## config.mk

```make
export PLATFORM = sky130hd
export DESIGN_NAME = udc_top
export DESIGN_NICKNAME = d
export VERILOG_FILES = /design/src/core/udc_pkg.sv /design/src/core/udc_glitch_mux.sv /design/src/core/udc_clk_div.sv /design/src/core/udc_top.sv
export SDC_FILE = /design/constraint.sdc
export NUM_CORES = 1
export LEC_CHECK = 0
export BUFFER_PORTS_ARGS = -buffer_cell sky130_fd_sc_hd__buf_2
export CAP_MARGIN = 10
export CORE_UTILIZATION = 30
export DETAILED_ROUTE_END_ITERATION = 10
export PLACE_DENSITY = 0.66
export SYNTH_ARGS = -nofsm -noshare
export SYNTH_HDL_FRONTEND = slang
export SYNTH_SLANG_ARGS = --single-unit
```

## constraint.sdc

```tcl
create_clock -name clk_sys -period 1.29 [get_ports clk_sys]
set_clock_uncertainty 0.15 [all_clocks]
set_input_delay 0.0645 -clock clk_sys [delete_from_list [all_inputs] [get_ports clk_sys]]
set_output_delay 0.0645 -clock clk_sys [all_outputs]
set_load 0.005 [all_outputs]
```

## src/core/udc_pkg.sv

```systemverilog
/*
 * Constants, register map and carrier types of the USB and DDR clock
 * source selection block.
 * Assumes one 10 MHz system clock; every incoming clock is a level
 * sampled synchronously to it.
 */
package udc_pkg;

    // ------------------------------------------------------------------
    // Register map
    // ------------------------------------------------------------------
    localparam logic [11:0] OFS_CTRL    = 12'h000;
    localparam logic [11:0] OFS_REFFREQ = 12'h004;
    localparam logic [11:0] OFS_STATUS  = 12'h008;

    localparam int CTRL_W       = 5;
    localparam int REFFREQ_W    = 4;
    localparam logic [3:0] REFFREQ_MAX = 4'h8;
    localparam logic [3:0] REFFREQ_RST = 4'h0;

    // ------------------------------------------------------------------
    // Divider half periods, in source rising edges
    // ------------------------------------------------------------------
    localparam int HALF_DIV2 = 1;
    localparam int HALF_DIV4 = 2;

    // Reference frequency codes for the HS PHY PLL
    typedef enum logic [3:0] {
        REF_12M   = 4'h0,
        REF_24M   = 4'h1,
        REF_48M   = 4'h2,
        REF_19M2  = 4'h3,
        REF_38M4  = 4'h4,
        REF_13M   = 4'h5,
        REF_26M   = 4'h6,
        REF_20M   = 4'h7,
        REF_40M   = 4'h8
    } udc_ref_t;

    typedef struct packed {
        logic memBusGate;
        logic ddrSrcSel;
        logic hsPhyPllKeepOn;
        logic fsClk48Select;
        logic hsRefclkSelect;
    } udc_ctrl_t;

    localparam udc_ctrl_t CTRL_RST = '{default: 1'b0};

    typedef struct packed {
        logic        psel;
        logic        penable;
        logic        pwrite;
        logic [11:0] paddr;
        logic [31:0] pwdata;
    } udc_apb_req_t;

    typedef struct packed {
        logic [31:0] prdata;
        logic        pready;
        logic        pslverr;
    } udc_apb_rsp_t;

endpackage

```

## src/core/udc_glitch_mux.sv

```systemverilog
/*
 * Two-input clock source mux that never cuts a pulse short.
 * Assumes both sources are levels sampled on clk_sys.
 */
module udc_glitch_mux
    import udc_pkg::*;
(
    input  wire logic clk_sys,   // System clock
    input  wire logic rst_n,     // Async reset
    input  wire logic ce,        // Clock enable
    input  wire logic srcZero,   // Source for select 0
    input  wire logic srcOne,    // Source for select 1
    input  wire logic sel,       // Requested source
    output logic      clkOut,    // Muxed clock
    output logic      selNow     // Source in use
);
    logic gate_r, gate_nxt, sel_r, sel_nxt, out_r, out_nxt;
    logic curSrc, nxtSrc;

    always_comb begin
        curSrc   = sel_r ? srcOne : srcZero;
        sel_nxt  = sel_r;
        gate_nxt = gate_r;
        // Gate only moves while the source in use is low; select only moves while the gate is closed
        if (gate_r && sel != sel_r && !curSrc) begin
            gate_nxt = 1'b0;
        end else if (!gate_r && sel != sel_r) begin
            sel_nxt = sel;
        end else if (!gate_r && !curSrc) begin
            gate_nxt = 1'b1;
        end
        nxtSrc  = sel_nxt ? srcOne : srcZero;
        out_nxt = gate_nxt & nxtSrc;
    end

    always_ff @(posedge clk_sys or negedge rst_n) begin
        if (!rst_n) begin
            gate_r <= 1'b0;
            sel_r  <= 1'b0;
            out_r  <= 1'b0;
        end else if (ce) begin
            gate_r <= gate_nxt;
            sel_r  <= sel_nxt;
            out_r  <= out_nxt;
        end
    end

    assign clkOut = out_r;
    assign selNow = sel_r;

    a_mux_gate_quiet: assert property (@(posedge clk_sys) disable iff (!rst_n)
        $changed(gate_r) |-> !$past(curSrc))
        else $error("mux gate moved while source high");
    a_mux_out_follows: assert property (@(posedge clk_sys) disable iff (!rst_n)
        ce && gate_r && sel == sel_r |=>
        out_r == $past(curSrc))
        else $error("mux output does not follow source");

endmodule // udc_glitch_mux

```

## src/core/udc_clk_div.sv

```systemverilog
/*
 * Clock divider on sampled clock levels: toggles every HALF rising edges.
 * Assumes the source is a level sampled on clk_sys.
 */
module udc_clk_div
    import udc_pkg::*;
#(
    parameter int HALF = HALF_DIV2
) (
    input  wire logic clk_sys,   // System clock
    input  wire logic rst_n,     // Async reset
    input  wire logic ce,        // Clock enable
    input  wire logic clkIn,     // Source clock level
    output logic      clkOut     // Divided clock
);
    localparam int CW = (HALF > 1) ? $clog2(HALF) : 1;
    localparam logic [CW-1:0] LAST = CW'(HALF - 1);

    // Elaboration-time refusal of a divider that cannot count
    if (HALF < 1) begin : g_bad_half
        $error("udc_clk_div: HALF must be at least 1");
    end

    logic prev_r, prev_nxt, out_r, out_nxt, rise;
    logic [CW-1:0] cnt_r, cnt_nxt;

    always_comb begin
        rise     = clkIn & ~prev_r;
        prev_nxt = clkIn;
        cnt_nxt  = cnt_r;
        out_nxt  = out_r;
        if (rise) begin
            if (cnt_r == LAST) begin
                cnt_nxt = '0;
                out_nxt = ~out_r;
            end else begin
                cnt_nxt = cnt_r + 1'b1;
            end
        end
    end

    always_ff @(posedge clk_sys or negedge rst_n) begin
        if (!rst_n) begin
            prev_r <= 1'b0;
            cnt_r  <= '0;
            out_r  <= 1'b0;
        end else if (ce) begin
            prev_r <= prev_nxt;
            cnt_r  <= cnt_nxt;
            out_r  <= out_nxt;
        end
    end

    assign clkOut = out_r;

    a_div_toggle: assert property (@(posedge clk_sys) disable iff (!rst_n)
        ce && rise && cnt_r == LAST |=> out_r != $past(out_r))
        else $error("divider missed its toggle");
    a_div_hold: assert property (@(posedge clk_sys) disable iff (!rst_n)
        ce && !(rise && cnt_r == LAST) |=> out_r == $past(out_r))
        else $error("divider toggled early");

endmodule // udc_clk_div

```

## src/core/udc_top.sv

```systemverilog
/*
 * USB and DDR clock source selection: source muxes, dividers, suspend
 * keep-on control and APB control registers.
 * Assumes all incoming clocks are levels synchronous to clk_sys and an
 * APB master that holds each request until pready.
 */
// Decided for this implementation: the register addresses and the APB register port.
module udc_top
    import udc_pkg::*;
(
    input  wire logic                  clk_sys,          // 10 MHz clock
    input  wire logic                  rst_n,            // Async reset
    input  wire logic                  ce,               // Clock enable
    input  wire udc_pkg::udc_apb_req_t apbReq,           // APB request
    output udc_pkg::udc_apb_rsp_t      apbRsp,           // APB answer
    input  wire logic                  usbRefClockPin,   // Reference pin
    input  wire logic                  pllAuxClock,      // PLL aux clock
    input  wire logic                  hsPhyClk48,       // PHY 48 MHz out
    input  wire logic                  sysClockHalfCpu,  // CPU/2 clock
    input  wire logic                  sysClockQuarterCpu, // CPU/4 clock
    input  wire logic                  secondPllOutOne,  // PLL2 divided
    input  wire logic                  secondPllDirect,  // PLL2 direct
    input  wire logic                  usbSuspend,       // USB suspended
    output logic                       hsPhyRefClk,      // PHY reference
    output logic [3:0]                 hsPhyRefFreq,     // PHY PLL code
    output logic                       hsPhyKeep48,      // PHY keep 48M
    output logic                       hsBusClk,         // HS bus clock
    output logic                       fsClock48m,       // FS 48 MHz
    output logic                       fsClock12m,       // FS 12 MHz
    output logic                       fsBusClk,         // FS bus clock
    output logic                       memBusClock,      // Memory bus clk
    output logic                       memDoubleClock,   // Double rate
    output logic                       memCoreClock,     // Core clock
    output logic                       memClkTrue,       // Memory clk
    output logic                       memClkComp        // Its complement
);

    // ------------------------------------------------------------------
    // Register state
    // ------------------------------------------------------------------
    udc_ctrl_t      ctrl_r, ctrl_nxt;
    logic [3:0]     refFreq_r, refFreq_nxt;
    udc_apb_rsp_t   rsp_r, rsp_nxt;

    logic           hsMux, fsMux, ddrMux;
    logic           hsSelNow, fsSelNow, ddrSelNow;
    logic           fs12Div, busDiv, coreDiv;
    logic           setup, wrHit, rdErr;

    function automatic logic addrKnown(input logic [11:0] a);
        addrKnown = (a == OFS_CTRL) || (a == OFS_REFFREQ) ||
                    (a == OFS_STATUS);
    endfunction

    function automatic logic refCodeOk(input logic [3:0] c);
        refCodeOk = (c <= REFFREQ_MAX);
    endfunction

    // ------------------------------------------------------------------
    // APB slave, zero wait: answer in the access cycle
    // ------------------------------------------------------------------
    always_comb begin
        setup       = apbReq.psel && !apbReq.penable;
        wrHit       = setup && apbReq.pwrite;
        rdErr       = !addrKnown(apbReq.paddr);
        ctrl_nxt    = ctrl_r;
        refFreq_nxt = refFreq_r;
        rsp_nxt     = '{prdata: 32'h0000_0000, pready: 1'b0,
                        pslverr: 1'b0};
        if (setup) begin
            rsp_nxt.pready  = 1'b1;
            rsp_nxt.pslverr = rdErr;
            if (!apbReq.pwrite) begin
                case (apbReq.paddr)
                    OFS_CTRL: begin
                        rsp_nxt.prdata[CTRL_W-1:0] = ctrl_r;
                    end
                    OFS_REFFREQ: begin
                        rsp_nxt.prdata[REFFREQ_W-1:0] = refFreq_r;
                    end
                    OFS_STATUS: begin
                        rsp_nxt.prdata[5:0] = {hsPhyKeep48, usbSuspend,
                                               1'b0, ddrSelNow,
                                               fsSelNow, hsSelNow};
                    end
                    default: begin
                        rsp_nxt.prdata = 32'h0000_0000;
                    end
                endcase
            end
        end
        if (wrHit) begin
            case (apbReq.paddr)
                OFS_CTRL: begin
                    ctrl_nxt = apbReq.pwdata[CTRL_W-1:0];
                end
                OFS_REFFREQ: begin
                    // Unsupported codes leave the PHY setting alone
                    if (refCodeOk(apbReq.pwdata[REFFREQ_W-1:0])) begin
                        refFreq_nxt = apbReq.pwdata[REFFREQ_W-1:0];
                    end
                end
                default: begin
                    ctrl_nxt = ctrl_r;
                end
            endcase
        end
    end

    always_ff @(posedge clk_sys or negedge rst_n) begin
        if (!rst_n) begin
            ctrl_r    <= CTRL_RST;
            refFreq_r <= REFFREQ_RST;
            rsp_r     <= '{prdata: 32'h0000_0000, pready: 1'b0,
                           pslverr: 1'b0};
        end else if (ce) begin
            ctrl_r    <= ctrl_nxt;
            refFreq_r <= refFreq_nxt;
            rsp_r     <= rsp_nxt;
        end
    end

    assign apbRsp       = rsp_r;
    assign hsPhyRefFreq = refFreq_r;

    // ------------------------------------------------------------------
    // USB source muxes and 12 MHz divider
    // ------------------------------------------------------------------
    udc_glitch_mux u_hsRefMux (
        .clk_sys (clk_sys),
        .rst_n   (rst_n),
        .ce      (ce),
        .srcZero (usbRefClockPin),
        .srcOne  (pllAuxClock),
        .sel     (ctrl_r.hsRefclkSelect),
        .clkOut  (hsMux),
        .selNow  (hsSelNow)
    );

    // Pin source relies on the pin carrying exactly 48 MHz
    udc_glitch_mux u_fs48Mux (
        .clk_sys (clk_sys),
        .rst_n   (rst_n),
        .ce      (ce),
        .srcZero (hsPhyClk48),
        .srcOne  (usbRefClockPin),
        .sel     (ctrl_r.fsClk48Select),
        .clkOut  (fsMux),
        .selNow  (fsSelNow)
    );

    udc_clk_div #(.HALF(HALF_DIV4)) u_fs12Div (
        .clk_sys (clk_sys),
        .rst_n   (rst_n),
        .ce      (ce),
        .clkIn   (fsMux),
        .clkOut  (fs12Div)
    );

    // ------------------------------------------------------------------
    // Memory clock path
    // ------------------------------------------------------------------
    udc_glitch_mux u_ddrMux (
        .clk_sys (clk_sys),
        .rst_n   (rst_n),
        .ce      (ce),
        .srcZero (secondPllDirect),
        .srcOne  (secondPllOutOne),
        .sel     (ctrl_r.ddrSrcSel),
        .clkOut  (ddrMux),
        .selNow  (ddrSelNow)
    );

    udc_clk_div #(.HALF(HALF_DIV2)) u_busDiv (
        .clk_sys (clk_sys),
        .rst_n   (rst_n),
        .ce      (ce),
        .clkIn   (sysClockHalfCpu),
        .clkOut  (busDiv)
    );

    // Core clock feeds controller state machine and registers
    udc_clk_div #(.HALF(HALF_DIV2)) u_coreDiv (
        .clk_sys (clk_sys),
        .rst_n   (rst_n),
        .ce      (ce),
        .clkIn   (ddrMux),
        .clkOut  (coreDiv)
    );

    // ------------------------------------------------------------------
    // Output stage
    // ------------------------------------------------------------------
    logic busGate_r, busGate_nxt;
    logic keep_r, keep_nxt;
    logic hsRef_r, hsRef_nxt, hsBus_r, hsBus_nxt;
    logic fs48_r, fs48_nxt, fs12_r, fs12_nxt, fsBus_r, fsBus_nxt;
    logic memBus_r, memBus_nxt, memDbl_r, memDbl_nxt;
    logic memCore_r, memCore_nxt, memT_r, memT_nxt, memC_r, memC_nxt;

    always_comb begin
        // Bus clock gate only moves while the divided clock is low
        busGate_nxt = busGate_r;
        if (!busDiv) begin
            busGate_nxt = ctrl_r.memBusGate;
        end
        // Keep-on forces the PHY 48 MHz on; else run unless suspended
        keep_nxt    = ctrl_r.hsPhyPllKeepOn || !usbSuspend;
        hsRef_nxt   = hsMux;
        hsBus_nxt   = sysClockHalfCpu;
        fs48_nxt    = fsMux;
        fs12_nxt    = fs12Div;
        fsBus_nxt   = sysClockQuarterCpu;
        memBus_nxt  = busDiv & ~busGate_nxt;
        memDbl_nxt  = ddrMux;
        memCore_nxt = coreDiv;
        // Memory pins follow the core clock divider, never the bus gate
        memT_nxt    = coreDiv;
        memC_nxt    = ~coreDiv;
    end

    always_ff @(posedge clk_sys or negedge rst_n) begin
        if (!rst_n) begin
            busGate_r <= 1'b0;
            keep_r    <= 1'b1;
            hsRef_r   <= 1'b0;
            hsBus_r   <= 1'b0;
            fs48_r    <= 1'b0;
            fs12_r    <= 1'b0;
            fsBus_r   <= 1'b0;
            memBus_r  <= 1'b0;
            memDbl_r  <= 1'b0;
            memCore_r <= 1'b0;
            memT_r    <= 1'b0;
            memC_r    <= 1'b1;
        end else if (ce) begin
            busGate_r <= busGate_nxt;
            keep_r    <= keep_nxt;
            hsRef_r   <= hsRef_nxt;
            hsBus_r   <= hsBus_nxt;
            fs48_r    <= fs48_nxt;
            fs12_r    <= fs12_nxt;
            fsBus_r   <= fsBus_nxt;
            memBus_r  <= memBus_nxt;
            memDbl_r  <= memDbl_nxt;
            memCore_r <= memCore_nxt;
            memT_r    <= memT_nxt;
            memC_r    <= memC_nxt;
        end
    end

    assign hsPhyKeep48    = keep_r;
    assign hsPhyRefClk    = hsRef_r;
    assign hsBusClk       = hsBus_r;
    assign fsClock48m     = fs48_r;
    assign fsClock12m     = fs12_r;
    assign fsBusClk       = fsBus_r;
    assign memBusClock    = memBus_r;
    assign memDoubleClock = memDbl_r;
    assign memCoreClock   = memCore_r;
    assign memClkTrue     = memT_r;
    assign memClkComp     = memC_r;

    // ------------------------------------------------------------------
    // Checks
    // ------------------------------------------------------------------
    a_keep_on_run: assert property (@(posedge clk_sys) disable iff (!rst_n)
        ce && ctrl_r.hsPhyPllKeepOn |=> hsPhyKeep48)
        else $error("PHY 48 MHz not held on by keep-on");
    a_suspend_stop: assert property (@(posedge clk_sys) disable iff (!rst_n)
        ce && !ctrl_r.hsPhyPllKeepOn && usbSuspend |=> !hsPhyKeep48)
        else $error("PHY 48 MHz kept on in suspend without keep-on");
    a_hs_bus_src: assert property (@(posedge clk_sys) disable iff (!rst_n)
        ce |=> hsBusClk == $past(sysClockHalfCpu))
        else $error("HS bus clock not from half-CPU clock");
    a_fs_bus_src: assert property (@(posedge clk_sys) disable iff (!rst_n)
        ce |=> fsBusClk == $past(sysClockQuarterCpu))
        else $error("FS bus clock not from quarter-CPU clock");
    a_ref_code_ok: assert property (@(posedge clk_sys) disable iff (!rst_n)
        ce && wrHit && apbReq.paddr == OFS_REFFREQ &&
        apbReq.pwdata[3:0] > REFFREQ_MAX |=> $stable(refFreq_r))
        else $error("unsupported reference code accepted");
    a_mem_pair: assert property (@(posedge clk_sys) disable iff (!rst_n)
        memClkComp == !memClkTrue)
        else $error("memory clock pair not complementary");
    a_mem_ungated: assert property (@(posedge clk_sys) disable iff (!rst_n)
        ce && busGate_r ##1 ce |-> memClkTrue == $past(coreDiv))
        else $error("memory clock lost while bus clock gated");
    a_bus_gated: assert property (@(posedge clk_sys) disable iff (!rst_n)
        ce && busGate_r && ctrl_r.memBusGate |=> !memBusClock)
        else $error("memory bus clock runs while gated");
    a_hs_ref_sel: assert property (@(posedge clk_sys)
        disable iff (!rst_n || !ce)
        hsSelNow != ctrl_r.hsRefclkSelect |-> ##[1:16]
        hsSelNow == ctrl_r.hsRefclkSelect)
        else $error("HS reference select not applied");
    a_fs_sel_settle: assert property (@(posedge clk_sys)
        disable iff (!rst_n || !ce)
        fsSelNow != ctrl_r.fsClk48Select |-> ##[1:16]
        fsSelNow == ctrl_r.fsClk48Select)
        else $error("FS 48 MHz select did not settle");
    a_apb_answer: assert property (@(posedge clk_sys) disable iff (!rst_n)
        ce && setup |=> apbRsp.pready && apbRsp.pslverr == $past(rdErr))
        else $error("APB answer missing in access cycle");

endmodule // udc_top

```

==> flow_summary.json <==
{
  "worst_hold_margin_ns": -0.0525,
  "arrival_ns": 1.56,
  "worstHoldPathType": "input pin to flop",
  "routed_via_density": 4.59,
  "io-pin-count": 107,
  "design.core.area_sq_mm": 0.00676,
  "pwr_density_cell_mw_per_mm2": 1120,
  "number_of_flip_flops_in_the_largest_register": 8,
  "outcome": "complete, but fails checks",
  "fp.dieW_microns": 85.4,
  "cts-root-to-sink-buffers": 2,
  "final_period_minus_worst_setup_slack_ns": 1.52,
  "critPathMaxFanout": 4,
  "post_drt_wl_per_cell_microns": 13.4,
  "max_cap_viol_count": 0,
  "critical_path.reg2reg.endpoint": "apbRsp[5]",
  "fin_crit_sh_pct": 118,
  "critical-path-slowest-cell": "or4_4",
  "leakage_nw": 1.37,
  "synthArstFlopShare_pct": 100,
  "cell_count_post_placement": 328,
  "max-vdd-ir-drop_uv": 620,
  "dp_slack_ns": -0.591,
  "clock_latency_ns": 0.31,
  "finalSetupViolCount": 14,
  "nets": 329,
  "antenna_cells_inserted": 0,
  "syn-mean-instance-area_sq_um": 11.0,
  "final_hold_viol_count": 1,
  "die_h_microns": 85.4,
  "hpwlAfterDp_microns": 3360,
  "worst-r2r-setup-slack_ns": 0.05,
  "drc": 1,
  "instances_no_fill": 352,
  "synthesis.area_sq_mm": 0.00208,
  "final.fill_count": 669,
  "yosysSeqAreaShare_pct": 49.3,
  "chain_of_cells_forming_the_critical_path": "buf_6 -> or4_4 -> nor4_4 -> and4_4 -> mux2_4",
  "max_freq_ghz": 0.658,
  "route.vias.total": 1617,
  "route.final.wire_length_microns": 4710,
  "cts_tree": "yes",
  "final_cell_mix": "52 x buf_2, 39 x dfrtp_1, 26 x conb_1",
  "postSynthRegisterBits": 41,
  "grt_antenna_before_repair": 0,
  "via_count_of_the_first_global_routing_pass": 1608,
  "grt_max_degree": 28,
  "initial_core_util_pct": 30.9,
  "floorplan.rows": 30,
  "length_of_the_first_detailed_routing_pass_in_iterations": 7,
  "buffer_ports.inserted": 53,
  "global_route.usage.total_pct": 13.8,
  "cts.htree.levels": 2,
  "cts_made_buffers": 5,
  "violations": "DRC, hold timing, setup timing",
  "crit_path_end_kind": "flop",
  "timing.setup.tns_ns": -1.98,
  "place_congestion": 0.756,
  "utilization_pct": 40.6,
  "overflow": 0,
  "area.growth.synth_to_final_pct": 31.5,
  "cts_hold_repair.buffers": 15,
  "postSynthCellCount": 190,
  "mostFrequentLayoutCell": "buf_2",
  "worst_slack_ns": -0.230,
  "whs_path_depth": 3,
  "grt_pass1_wl_microns": 7730,
  "grt_setup_unrepaired": "true",
  "design.die.area_sq_mm": 0.00729,
  "synth_ff_type": "dfrtp_1",
  "cp.required_ns": 1.33,
  "root_buffer": "clkbuf_8",
  "clock-sinks": 41,
  "timing.reg2reg.worst_path_depth": 3,
  "dr.first_iter.drc_count": 129,
  "setup.worst_path.start_class": "input pin",
  "reg2reg_from": "ctrl_r[3]",
  "worst_path_largest_cell_delay_ns": 0.54,
  "synth_edf_count": 0,
  "final_layout_size_suffix_gt1_share_pct": 38.6,
  "clkTransAtPathRegs_ns": 0.08,
  "ys_types": 36,
  "worstSetupEndpoint": "hsPhyRefFreq[1]",
  "worstSetupPathType": "input pin to flop",
  "worst_setup_path_startpoint": "apbReq[33]",
  "synth.yosys.warnings": 0,
  "slew_viol_final": 0,
  "detail-route-antenna-nets": 0
}
## where the power goes
| part | leakage (nW) | internal [W] | switching, W |
|---|---|---|---|
| combinational | 0.805 | 0.000324 | 0.000270 |
| sequential | 0.525 | 0.00149 | 0.000137 |
| clock | 0.0439 | 0.000374 | 0.000480 |
## layout make-up
type,instances,area [sq um],share of cell area [%]
Sequential cell,41,1030,37.5
Clock inverter,3,17.5,0.639
Inverter,12,45.0,1.64
Clock buffer,5,68.8,2.51
Tap cell,80,100,3.65
Multi-Input combinational cell,128,933,34.1
Timing Repair Buffer,83,547,20.0
## critical path, delay by kind of cell
kind                   cells  cell delay, ns
and+or+nand+nor            3            1.09
buffers and inverters      1            0.09
muxes                      1            0.31
## worst min path at each step
stage               startpoint   endpoint
CTS                 apbReq[35]  apbRsp[5]
global placement         rst_n  apbRsp[5]
finish              apbReq[35]  apbRsp[5]
global route        apbReq[35]  apbRsp[5]
detailed placement       rst_n  apbRsp[4]
floorplan                rst_n  apbRsp[0]
## routing by layer
layer	routed length (microns)	up-vias	GRT usage, %
met5	0	-	0
li1	-	772	-
met4	76	0	5.76
met3	189	7	2.92
met1	2120	792	17.7
met2	2320	46	22.7
## timing repair
item | in CTS | in global routing
gates resized for setup | 5 | 6
endpoints found under the setup margin | 16 | 17
buffers inserted | 0 | 1
pin swaps | 1 | 4
endpoints found under the hold margin | 60 | 1
## kinds of logic (layout without fill, tap and decap cells)
kind of cell,Yosys count,after routing,synth area share (%)
muxes,23,23,12.7
and+or+nand+nor,36,36,10.4
AOI/OAI and AO/OA,39,39,12.5
xor gates and xnor gates,4,4,1.68
buffers and inverters,46,103,13.2
DFF,41,41,49.3
other,1,26,0.180
## through the flow
step	total power, W	instance area (sq um)
final	0.00307	2740
after global routing	0.00326	2740
after CTS	0.00309	2700
after detailed placement	0.00220	2430
after global placement	0.00217	2430
after floorplan	0.00199	2180
## cell usage after synthesis (5+ instances only)
master,count,share of area [%]
a21oi_1,6,1.4
buf_4,27,9.7
clkbuf_1,6,1.1
dfrtp_1,39,47
inv_1,12,2.2
mux2_2,11,5.9
mux2i_1,8,3.8
nand2_1,12,2.2
nand3b_1,5,1.8
nor2_1,7,1.3
o21ai_0,11,2.6
o2bb2ai_1,8,3.4
(Power assumes the default switching activity.)
